==> src/design/adpmc_pkg.sv <==
package adpmc_pkg;

	// Port geometry
	localparam int PORT_W = 16;
	localparam int BYTE_W = 8;
	localparam int LOW_LSB = 0;
	localparam int HIGH_LSB = 8;

	// Register indices as printed; the bus address is four times the index
	localparam logic [31:0] LATCH_IDX = 32'hfffff004;
	localparam logic [31:0] LATCH_HIGH_IDX = 32'hfffff005;
	localparam logic [31:0] DIR_IDX = 32'hfffff024;
	localparam logic [31:0] DIR_HIGH_IDX = 32'hfffff025;
	localparam logic [31:0] FUNC_IDX = 32'hfffff044;
	localparam logic [31:0] FUNC_HIGH_IDX = 32'hfffff045;

	// Byte addresses on APB
	localparam logic [31:0] LATCH_ADDR = {LATCH_IDX[29:0], 2'b00};
	localparam logic [31:0] LATCH_HIGH_ADDR = {LATCH_HIGH_IDX[29:0], 2'b00};
	localparam logic [31:0] DIR_ADDR = {DIR_IDX[29:0], 2'b00};
	localparam logic [31:0] DIR_HIGH_ADDR = {DIR_HIGH_IDX[29:0], 2'b00};
	localparam logic [31:0] FUNC_ADDR = {FUNC_IDX[29:0], 2'b00};
	localparam logic [31:0] FUNC_HIGH_ADDR = {FUNC_HIGH_IDX[29:0], 2'b00};

	// Reset values
	localparam logic [15:0] LATCH_RESET = 16'h0000;
	localparam logic [15:0] DIR_RESET = 16'hffff;
	localparam logic [15:0] FUNC_RESET = 16'h0000;

	// Answer to an unmapped read
	localparam logic [31:0] READ_NONE = 32'h0000_0000;

endpackage

==> src/design/adpmc_pin_mux.sv <==
`timescale 1ns/10ps

module adpmc_pin_mux (
	// Control registers
	input wire logic [15:0] dirReg,
	input wire logic [15:0] funcReg,
	input wire logic [15:0] latchReg,
	// Pads
	input wire logic [15:0] pinIn,
	output logic [15:0] pinOut,
	output logic [15:0] pinOutEnN,
	// External bus interface
	input wire logic [15:0] busOut,
	input wire logic [15:0] busDriveEn,
	output logic [15:0] busIn,
	// Value seen by a port read
	output logic [15:0] portRead
);

	genvar i;
	generate
		for (i = 0; i < 16; i++) begin : gPin
			// Bus function hands the pad to the bus interface
			assign pinOutEnN[i] = funcReg[i] ? ~busDriveEn[i] : dirReg[i]; // [RQ1] [RQ11]
			assign pinOut[i] = funcReg[i] ? busOut[i] : latchReg[i]; // [RQ10] [RQ11]
			assign busIn[i] = funcReg[i] & pinIn[i];
			assign portRead[i] = dirReg[i] ? pinIn[i] : latchReg[i]; // [RQ12]
		end
	endgenerate

endmodule

==> src/design/adpmc_port.sv <==
// Behaviour
// (RQ1) Direction bit clear makes its pin an output, set makes it an input.
// (RQ2) Direction register resets to all ones, so every pin starts as input.
// (RQ3) Direction register takes word access; low and high halves take byte access.
// (RQ4) Direction bits 8 to 15 are reached as bits 0 to 7 of the high alias.
// (RQ5) Function bit set routes the pin to the bus line; resets to zero.
// (RQ6) Function register takes word access; low and high halves take byte access.
// (RQ7) Function bits 8 to 15 are reached as bits 0 to 7 of the high alias.
// (RQ8) Software keeps upper pins in port function for separate 8-bit bus mode.
// (RQ9) Software should pick port or bus function to suit the attached memory.
// (RQ10) Output latch, cleared at reset, drives port-function output pins.
// (RQ11) In bus function the bus interface drives data and enable of the pin.
// (RQ12) Port read gives pin level for inputs and latch value for outputs.
`timescale 1ns/10ps

module adpmc_port (
	// Clock and reset
	input wire logic sys_clk,
	input wire logic rst_n,
	// APB slave
	input wire logic [31:0] paddr,
	input wire logic psel,
	input wire logic penable,
	input wire logic pwrite,
	input wire logic [31:0] pwdata,
	input wire logic [3:0] pstrb,
	output logic [31:0] prdata,
	output logic pready,
	output logic pslverr,
	// Pads
	input wire logic [15:0] pinIn,
	output logic [15:0] pinOut,
	output logic [15:0] pinOutEnN,
	// External bus interface
	input wire logic [15:0] busOut,
	input wire logic [15:0] busDriveEn,
	output logic [15:0] busIn,
	output logic [15:0] busSelect
);

	typedef struct packed {
		logic [31:0] rdata;
		logic err;
	} adpmc_bus_state_t;

	adpmc_bus_state_t state;
	adpmc_bus_state_t next_state;

	logic [15:0] dirReg;
	logic [15:0] funcReg;
	logic [15:0] latchReg;
	logic [15:0] portRead;

	logic setupPhase;
	logic writeTaken;
	logic hitLatch;
	logic hitLatchHigh;
	logic hitDir;
	logic hitDirHigh;
	logic hitFunc;
	logic hitFuncHigh;
	logic anyHit;
	logic [31:0] readValue;

	// Write enables per byte half
	logic dirWrLow;
	logic dirWrHigh;
	logic funcWrLow;
	logic funcWrHigh;
	logic latchWrLow;
	logic latchWrHigh;
	logic [7:0] highByteData;

	// Address decode
	assign hitLatch = (paddr == adpmc_pkg::LATCH_ADDR);
	assign hitLatchHigh = (paddr == adpmc_pkg::LATCH_HIGH_ADDR);
	assign hitDir = (paddr == adpmc_pkg::DIR_ADDR);
	assign hitDirHigh = (paddr == adpmc_pkg::DIR_HIGH_ADDR);
	assign hitFunc = (paddr == adpmc_pkg::FUNC_ADDR);
	assign hitFuncHigh = (paddr == adpmc_pkg::FUNC_HIGH_ADDR);
	assign anyHit = hitLatch | hitLatchHigh | hitDir | hitDirHigh | hitFunc | hitFuncHigh;

	assign setupPhase = psel & ~penable;
	assign writeTaken = psel & penable & pwrite & anyHit;

	// The base word carries bits 15:8 in lane 1, the high alias in lane 0
	assign highByteData = pwdata[7:0];

	assign dirWrLow = writeTaken & hitDir & pstrb[0]; // [RQ3]
	assign dirWrHigh = writeTaken & ((hitDir & pstrb[1]) | (hitDirHigh & pstrb[0])); // [RQ3] [RQ4]
	assign funcWrLow = writeTaken & hitFunc & pstrb[0]; // [RQ6]
	assign funcWrHigh = writeTaken & ((hitFunc & pstrb[1]) | (hitFuncHigh & pstrb[0])); // [RQ6] [RQ7]
	assign latchWrLow = writeTaken & hitLatch & pstrb[0];
	assign latchWrHigh = writeTaken & ((hitLatch & pstrb[1]) | (hitLatchHigh & pstrb[0]));

	adpmc_reg16 #(
		.RESET_VAL(adpmc_pkg::DIR_RESET) // [RQ2]
	) uDir (
		.sys_clk(sys_clk),
		.rst_n(rst_n),
		.wrLow(dirWrLow),
		.wrHigh(dirWrHigh),
		.lowData(pwdata[7:0]),
		.highData(hitDirHigh ? highByteData : pwdata[15:8]), // [RQ4]
		.value(dirReg)
	);

	adpmc_reg16 #(
		.RESET_VAL(adpmc_pkg::FUNC_RESET) // [RQ5]
	) uFunc (
		.sys_clk(sys_clk),
		.rst_n(rst_n),
		.wrLow(funcWrLow),
		.wrHigh(funcWrHigh),
		.lowData(pwdata[7:0]),
		.highData(hitFuncHigh ? highByteData : pwdata[15:8]), // [RQ7]
		.value(funcReg)
	);

	adpmc_reg16 #(
		.RESET_VAL(adpmc_pkg::LATCH_RESET) // [RQ10]
	) uLatch (
		.sys_clk(sys_clk),
		.rst_n(rst_n),
		.wrLow(latchWrLow),
		.wrHigh(latchWrHigh),
		.lowData(pwdata[7:0]),
		.highData(hitLatchHigh ? highByteData : pwdata[15:8]),
		.value(latchReg)
	);

	adpmc_pin_mux uMux (
		.dirReg(dirReg),
		.funcReg(funcReg),
		.latchReg(latchReg),
		.pinIn(pinIn),
		.pinOut(pinOut),
		.pinOutEnN(pinOutEnN),
		.busOut(busOut),
		.busDriveEn(busDriveEn),
		.busIn(busIn),
		.portRead(portRead)
	);

	// Read multiplexer; halves read back in the low byte of the word
	always_comb begin
		readValue = adpmc_pkg::READ_NONE;
		if (hitDir) begin
			readValue = {16'h0000, dirReg}; // [RQ3]
		end else if (hitDirHigh) begin
			readValue = {24'h000000, dirReg[15:8]}; // [RQ4]
		end else if (hitFunc) begin
			readValue = {16'h0000, funcReg}; // [RQ6]
		end else if (hitFuncHigh) begin
			readValue = {24'h000000, funcReg[15:8]}; // [RQ7]
		end else if (hitLatch) begin
			readValue = {16'h0000, portRead}; // [RQ12]
		end else if (hitLatchHigh) begin
			readValue = {24'h000000, portRead[15:8]}; // [RQ12]
		end
	end

	// Read data and error are captured in the setup cycle
	always_comb begin
		next_state = state;
		if (setupPhase) begin
			next_state.rdata = pwrite ? adpmc_pkg::READ_NONE : readValue;
			next_state.err = ~anyHit;
		end
	end

	always_ff @(posedge sys_clk or negedge rst_n) begin
		if (!rst_n) begin
			state <= '{rdata: adpmc_pkg::READ_NONE, err: 1'b0};
		end else begin
			state <= next_state;
		end
	end

	assign prdata = state.rdata;
	assign pready = 1'b1;
	assign pslverr = state.err & psel & penable;
	assign busSelect = funcReg; // [RQ5]

	// Checks

	AST_DIR_RESET: assert property ( // [RQ2]
		@(posedge sys_clk) $rose(rst_n) |-> (dirReg == 16'hffff && pinOutEnN == 16'hffff)
	) else $error("Direction register not all ones after reset");

	AST_FUNC_RESET: assert property ( // [RQ5]
		@(posedge sys_clk) $rose(rst_n) |-> (funcReg == 16'h0000 && busSelect == 16'h0000)
	) else $error("Function register not zero after reset");

	AST_DIR_WORD_WRITE: assert property ( // [RQ3]
		@(posedge sys_clk) disable iff (!rst_n)
		(psel && penable && pwrite && paddr == adpmc_pkg::DIR_ADDR && pstrb[1:0] == 2'b11)
		|=> dirReg == $past(pwdata[15:0])
	) else $error("Word write to direction register lost");

	AST_DIR_HIGH_ALIAS: assert property ( // [RQ4]
		@(posedge sys_clk) disable iff (!rst_n)
		(psel && penable && pwrite && paddr == adpmc_pkg::DIR_HIGH_ADDR && pstrb[0])
		|=> (dirReg[15:8] == $past(pwdata[7:0]) && dirReg[7:0] == $past(dirReg[7:0]))
	) else $error("High alias write to direction register misplaced");

	AST_FUNC_LOW_BYTE: assert property ( // [RQ6]
		@(posedge sys_clk) disable iff (!rst_n)
		(psel && penable && pwrite && paddr == adpmc_pkg::FUNC_ADDR && pstrb[1:0] == 2'b01)
		|=> (funcReg[7:0] == $past(pwdata[7:0]) && funcReg[15:8] == $past(funcReg[15:8]))
	) else $error("Low byte write to function register wrong");

	AST_FUNC_HIGH_ALIAS: assert property ( // [RQ7]
		@(posedge sys_clk) disable iff (!rst_n)
		(psel && !penable && !pwrite && paddr == adpmc_pkg::FUNC_HIGH_ADDR)
		|=> (psel && penable) |-> prdata == {24'h000000, $past(funcReg[15:8])}
	) else $error("High alias read of function register wrong");

	AST_PORT_OUTPUT: assert property ( // [RQ10] [RQ1]
		@(posedge sys_clk) disable iff (!rst_n)
		((~funcReg & ~dirReg & (pinOut ^ latchReg)) == 16'h0000)
		&& ((~funcReg & (pinOutEnN ^ dirReg)) == 16'h0000)
	) else $error("Port pin not driven from latch and direction");

	AST_BUS_OVERRIDE: assert property ( // [RQ11]
		@(posedge sys_clk) disable iff (!rst_n)
		((funcReg & ((pinOut ^ busOut) | ~(pinOutEnN ^ busDriveEn))) == 16'h0000)
	) else $error("Bus function pin not under bus control");

	AST_PORT_READBACK: assert property ( // [RQ12]
		@(posedge sys_clk) disable iff (!rst_n)
		(psel && !penable && !pwrite && paddr == adpmc_pkg::LATCH_ADDR)
		|=> prdata[15:0] == (($past(dirReg) & $past(pinIn)) | (~$past(dirReg) & $past(latchReg)))
	) else $error("Port read does not mix pin level and latch");

	AST_UNMAPPED: assert property ( // [RQ3] [RQ6]
		@(posedge sys_clk) disable iff (!rst_n)
		(setupPhase && !anyHit) |=> (psel && penable) |-> (pslverr && prdata == 32'h0000_0000)
	) else $error("Unmapped access not answered with error");

	AST_DIR_LOW_BYTE: assert property ( // [RQ3]
		@(posedge sys_clk) disable iff (!rst_n)
		(psel && penable && pwrite && paddr == adpmc_pkg::DIR_ADDR && pstrb[1:0] == 2'b01)
		|=> (dirReg[7:0] == $past(pwdata[7:0]) && dirReg[15:8] == $past(dirReg[15:8]))
	) else $error("Low byte write to direction register wrong");

	AST_DIR_HIGH_BYTE: assert property ( // [RQ3]
		@(posedge sys_clk) disable iff (!rst_n)
		(psel && penable && pwrite && paddr == adpmc_pkg::DIR_ADDR && pstrb[1:0] == 2'b10)
		|=> (dirReg[15:8] == $past(pwdata[15:8]) && dirReg[7:0] == $past(dirReg[7:0]))
	) else $error("High byte write to direction register wrong");

	AST_DIR_WORD_READ: assert property ( // [RQ3]
		@(posedge sys_clk) disable iff (!rst_n)
		(psel && !penable && !pwrite && paddr == adpmc_pkg::DIR_ADDR)
		|=> (psel && penable) |-> prdata == {16'h0000, $past(dirReg)}
	) else $error("Word read of direction register wrong");

	AST_DIR_ALIAS_READ: assert property ( // [RQ4]
		@(posedge sys_clk) disable iff (!rst_n)
		(psel && !penable && !pwrite && paddr == adpmc_pkg::DIR_HIGH_ADDR)
		|=> (psel && penable) |-> prdata == {24'h000000, $past(dirReg[15:8])}
	) else $error("High alias read of direction register wrong");

	AST_DIR_HOLD: assert property ( // [RQ3]
		@(posedge sys_clk) disable iff (!rst_n)
		!(writeTaken && (hitDir || hitDirHigh)) |=> $stable(dirReg)
	) else $error("Direction register changed without a write");

	AST_FUNC_WORD_WRITE: assert property ( // [RQ6]
		@(posedge sys_clk) disable iff (!rst_n)
		(psel && penable && pwrite && paddr == adpmc_pkg::FUNC_ADDR && pstrb[1:0] == 2'b11)
		|=> funcReg == $past(pwdata[15:0])
	) else $error("Word write to function register lost");

	AST_FUNC_HIGH_WRITE: assert property ( // [RQ7]
		@(posedge sys_clk) disable iff (!rst_n)
		(psel && penable && pwrite && paddr == adpmc_pkg::FUNC_HIGH_ADDR && pstrb[0])
		|=> (funcReg[15:8] == $past(pwdata[7:0]) && funcReg[7:0] == $past(funcReg[7:0]))
	) else $error("High alias write to function register misplaced");

	AST_FUNC_WORD_READ: assert property ( // [RQ6]
		@(posedge sys_clk) disable iff (!rst_n)
		(psel && !penable && !pwrite && paddr == adpmc_pkg::FUNC_ADDR)
		|=> (psel && penable) |-> prdata == {16'h0000, $past(funcReg)}
	) else $error("Word read of function register wrong");

	AST_FUNC_HOLD: assert property ( // [RQ5]
		@(posedge sys_clk) disable iff (!rst_n)
		!(writeTaken && (hitFunc || hitFuncHigh)) |=> $stable(funcReg)
	) else $error("Function register changed without a write");

	AST_LATCH_WORD_WRITE: assert property ( // [RQ10]
		@(posedge sys_clk) disable iff (!rst_n)
		(psel && penable && pwrite && paddr == adpmc_pkg::LATCH_ADDR && pstrb[1:0] == 2'b11)
		|=> latchReg == $past(pwdata[15:0])
	) else $error("Word write to output latch lost");

	AST_LATCH_HOLD: assert property ( // [RQ10]
		@(posedge sys_clk) disable iff (!rst_n)
		!(writeTaken && (hitLatch || hitLatchHigh)) |=> $stable(latchReg)
	) else $error("Output latch changed without a write");

	AST_LATCH_RESET: assert property ( // [RQ10]
		@(posedge sys_clk) $rose(rst_n) |-> (latchReg == 16'h0000 && pinOut == 16'h0000)
	) else $error("Output latch not cleared after reset");

endmodule

==> src/design/adpmc_reg16.sv <==
`timescale 1ns/10ps

module adpmc_reg16 #(
	parameter logic [15:0] RESET_VAL = 16'h0000
) (
	// Clock and reset
	input wire logic sys_clk,
	input wire logic rst_n,
	// Byte-lane writes
	input wire logic wrLow,
	input wire logic wrHigh,
	input wire logic [7:0] lowData,
	input wire logic [7:0] highData,
	// Stored value
	output logic [15:0] value
);

	typedef struct packed {
		logic [15:0] value;
	} adpmc_reg_state_t;

	adpmc_reg_state_t state;
	adpmc_reg_state_t next_state;

	always_comb begin
		next_state = state;
		if (wrLow) begin
			next_state.value[7:0] = lowData;
		end
		if (wrHigh) begin
			next_state.value[15:8] = highData;
		end
	end

	always_ff @(posedge sys_clk or negedge rst_n) begin
		if (!rst_n) begin
			state <= '{value: RESET_VAL};
		end else begin
			state <= next_state;
		end
	end

	assign value = state.value;

endmodule

==> config.mk <==
export PLATFORM = sky130hd
export DESIGN_NAME = adpmc_port
export DESIGN_NICKNAME = d
export VERILOG_FILES = /design/src/design/adpmc_pkg.sv /design/src/design/adpmc_pin_mux.sv /design/src/design/adpmc_port.sv /design/src/design/adpmc_reg16.sv
export SDC_FILE = /design/constraint.sdc
export NUM_CORES = 1
export LEC_CHECK = 0
export BUFFER_PORTS_ARGS = -buffer_cell sky130_fd_sc_hd__buf_2
export CORE_ASPECT_RATIO = 1.4
export CORE_MARGIN = 2
export CORE_UTILIZATION = 49
export CTS_CLUSTER_DIAMETER = 30
export DETAILED_ROUTE_END_ITERATION = 8
export PLACE_DENSITY = 0.82
export SLEW_MARGIN = 5
export SYNTH_ARGS = -nofsm -noshare
export SYNTH_HDL_FRONTEND = slang
export SYNTH_SLANG_ARGS = --single-unit
==> constraint.sdc <==
create_clock -name sys_clk -period 2.74 [get_ports sys_clk]
set_clock_uncertainty 0.15 [all_clocks]
set_input_delay 0.274 -clock sys_clk [delete_from_list [all_inputs] [get_ports sys_clk]]
set_output_delay 0.274 -clock sys_clk [all_outputs]
set_load 0.01 [all_outputs]
==> impl_metrics.yaml <==
die:
  die_w_um: 81.8
  die_h_um: 113
  die_area_um2: 9230
  num_rows: 39
  io_pins: 219
  core_um2: 8200
  start_util: 0.506
logic_synthesis:
  synthCells: 351
  synth.most_common_cell: "mux2_2"
  ys_warn_count: 0
  yosysSeqAreaShare: 0.397
  syn_area_um2: 4150
  yosysTopAreaCell: "dfrtp_1"
  synth-seq-cells: 65
  synthDominantCellAreaShare: 0.295
  synth_flop_cell: "dfrtp_1"
  ys_top_cells_by_count: "mux2_2, dfrtp_1, buf_4"
  synthTopCellsByArea: "dfrtp_1, mux2_2, dfstp_2, buf_4, mux4_2"
  synthArstFlopShare: 1.00
  synth_edf_count: 0
  synth.distinct_cells: 34
  synth_area_per_cell_um2: 11.8
route:
  route.vias.total: 3464
  drt_pass1_iterations: 4
  postRouteAntennaNets: 0
  via_per_inst: 5.48
  drc: 0
  drt-initial-drc-count: 142
  wire_per_inst_um: 17.7
  drt-total-wl_mm: 11.2
cts:
  clockBufferDepth: 2
  cts_resized: 0
  numCtsBuffers: 9
  root_buffer: "clkbuf_16"
  cts_tree: "yes"
  cts_setup_buffers: 0
  clk_pin_slew_ps: 50
  cts.sinks: 65
  clk_latency_ps: 320
  h-tree-depth: 3
job:
  max_cap_violations: 0
global_route:
  grt_max_degree: 40
  gr-total-overflow: 0
  grt_pass1_wl_mm: 16.8
  grt_pass1_vias: 3525
  grt_antenna_before_repair: 0
  track_usage: 0.245
timing:
  finalMaxSlewViolations: 0
  final.period_utilization: 0.777
  fin_crit_ps: 2130
  tightest_slew_ps: 627
  fmax_mhz: 470
  rsz0062_at_grt: "false"
  relSlewSlack: 0.582
  finalHoldViolations: 0
  final-setup-viol-count: 0
  finalSetupTns_ps: 0
  worst_slack_ps: 611
cells_and_area:
  fin_nets: 646
  drive_gt1_frac: 0.619
  layout.cells.non_filler: 632
  area_delta_synth_final_pct: 28.0
  regArea_um2: 1650
  n_antenna_cell: 0
  n_fill_cell: 675
  multiInputGateArea_um2: 2260
place:
  place.gp.congestion: 0.824
  dp.cells: 615
  detailed_place_hpwl_mm: 8.21
  portBuffers: 183
  pre_cts_slack_ps: 274
power_and_ir_drop:
  p_leak_nw: 2.93
  irDropWorstVdd_mv: 0.386
  power.density_nw_per_um2: 414
setup_path:
  cp_slowest_cell: "or4_4"
  worstPathArrival_ps: 2180
  path_max_fanout: 17
  required_ps: 2790
  crit_chain: "buf_2, or4_4, nor4_4, buf_4, nand4_4, mux2_2"
  worstSetupEndpointType: "flip-flop"
  cp_slowest_stage_delay_ps: 530
  crit_type: "input port to flip-flop"
  cp-start-kind: "input port"
hold_path:
  min_path_type: "input port to flip-flop"
status:
  status: "complete, no violations"
-- flip-flops by register name (all words and copies together) (netlist names) --
| signal | cells |
|---|---|
| state | 1 |
| uLatch.value | 16 |
| prdata | 16 |
| uFunc.value | 16 |
| uDir.value | 16 |
-- area by class of cell --
type / count / share of cell area
clock buffers: 13 / 0.0490
flip-flops and latches: 65 / 0.310
multi-input cells: 257 / 0.426
repair buffers: 192 / 0.188
clock inverters: 3 / 0.00283
well taps: 102 / 0.0240
-- routing by layer --
layer | share of wire | GRT usage | wire length, um
met5 | 0 | 0 | 0
met3 | 0.065 | 0.0239 | 731
met2 | 0.55 | 0.435 | 6130
met4 | 0.022 | 0.116 | 245
met1 | 0.36 | 0.290 | 4060
-- worst max-delay path, delay by kind of cell --
kind / cells / cell delay, ps
mux: 1 / 370
simple gates: 3 / 1090
buf+inv: 2 / 440
-- per-stage QoR --
step                      area, um2  utilization  hold slack, ps  power, mW
final                          5310        0.648            83.8       2.20
after global routing           5310        0.648            87.4       2.28
after CTS                      5310        0.648            78.1       2.21
after detailed placement       5030        0.613             170       1.17
after global placement         5030        0.613             157       1.17
after floorplan                4210            -            -172       1.07
-- power by group --
part | internal [mW] | switching [mW] | leakage, nW
clock | 0.657 | 0.384 | 0.139
combinational | 0.0875 | 0.106 | 1.95
sequential | 0.964 | 0.000663 | 0.847
total | 1.71 | 0.491 | 2.93
-- what timing repair did --
item                                   CTS  global route
setup endpoints to repair                0             0
endpoints found under the hold margin   18             0
hold buffers                             1             0
-- logic make-up (layout without fill, tap and decap cells) --
| kind of cell | after synthesis | count (layout) | synth area share |
|---|---|---|---|
| AOI/OAI and AO/OA | 42 | 42 | 0.0636 |
| other | 2 | 17 | 0.00181 |
| buffers and inverters | 44 | 208 | 0.0715 |
| and+or+nand+nor | 85 | 85 | 0.143 |
| muxes | 113 | 113 | 0.323 |
| DFF | 65 | 65 | 0.397 |
-- path summary, 6_finish.rpt --
check                                from  slack [ps]  depth (start not counted)               to
max                              paddr[9]         610                          6  uLatch.value[7]
min                             pwdata[4]          80                          2  uLatch.value[4]
max reg2reg                uDir.value[12]         870                          4        prdata[4]
min reg2reg                      state[0]         320                          1         state[0]
max in group asynchronous           rst_n        1380                          3   uDir.value[14]
min in group asynchronous           rst_n         360                          2  uLatch.value[2]
-- placed cells by master, fill, tap and decap left out, drive strengths merged --
cell type,n
nor3,1
dfrtp,49
o21ai,8
mux2i,17
conb,17
mux4,8
and3,1
clkinv,3
a21o,1
nand4b,1
a31oi,1
or4,1
nand2b,2
a2bb2oi,8
nand3,1
nor2b,2
nor3b,1
nand4,19
nor4,2
nand2,17
dlygate4sd3,1
o211ai,8
nand4bb,1
buf,191
clkbuf,13
and2,16
nor2,19
a21oi,16
mux2,88
or3,1
dfstp,16
No activity file was read; power rests on OpenSTA's default activity.
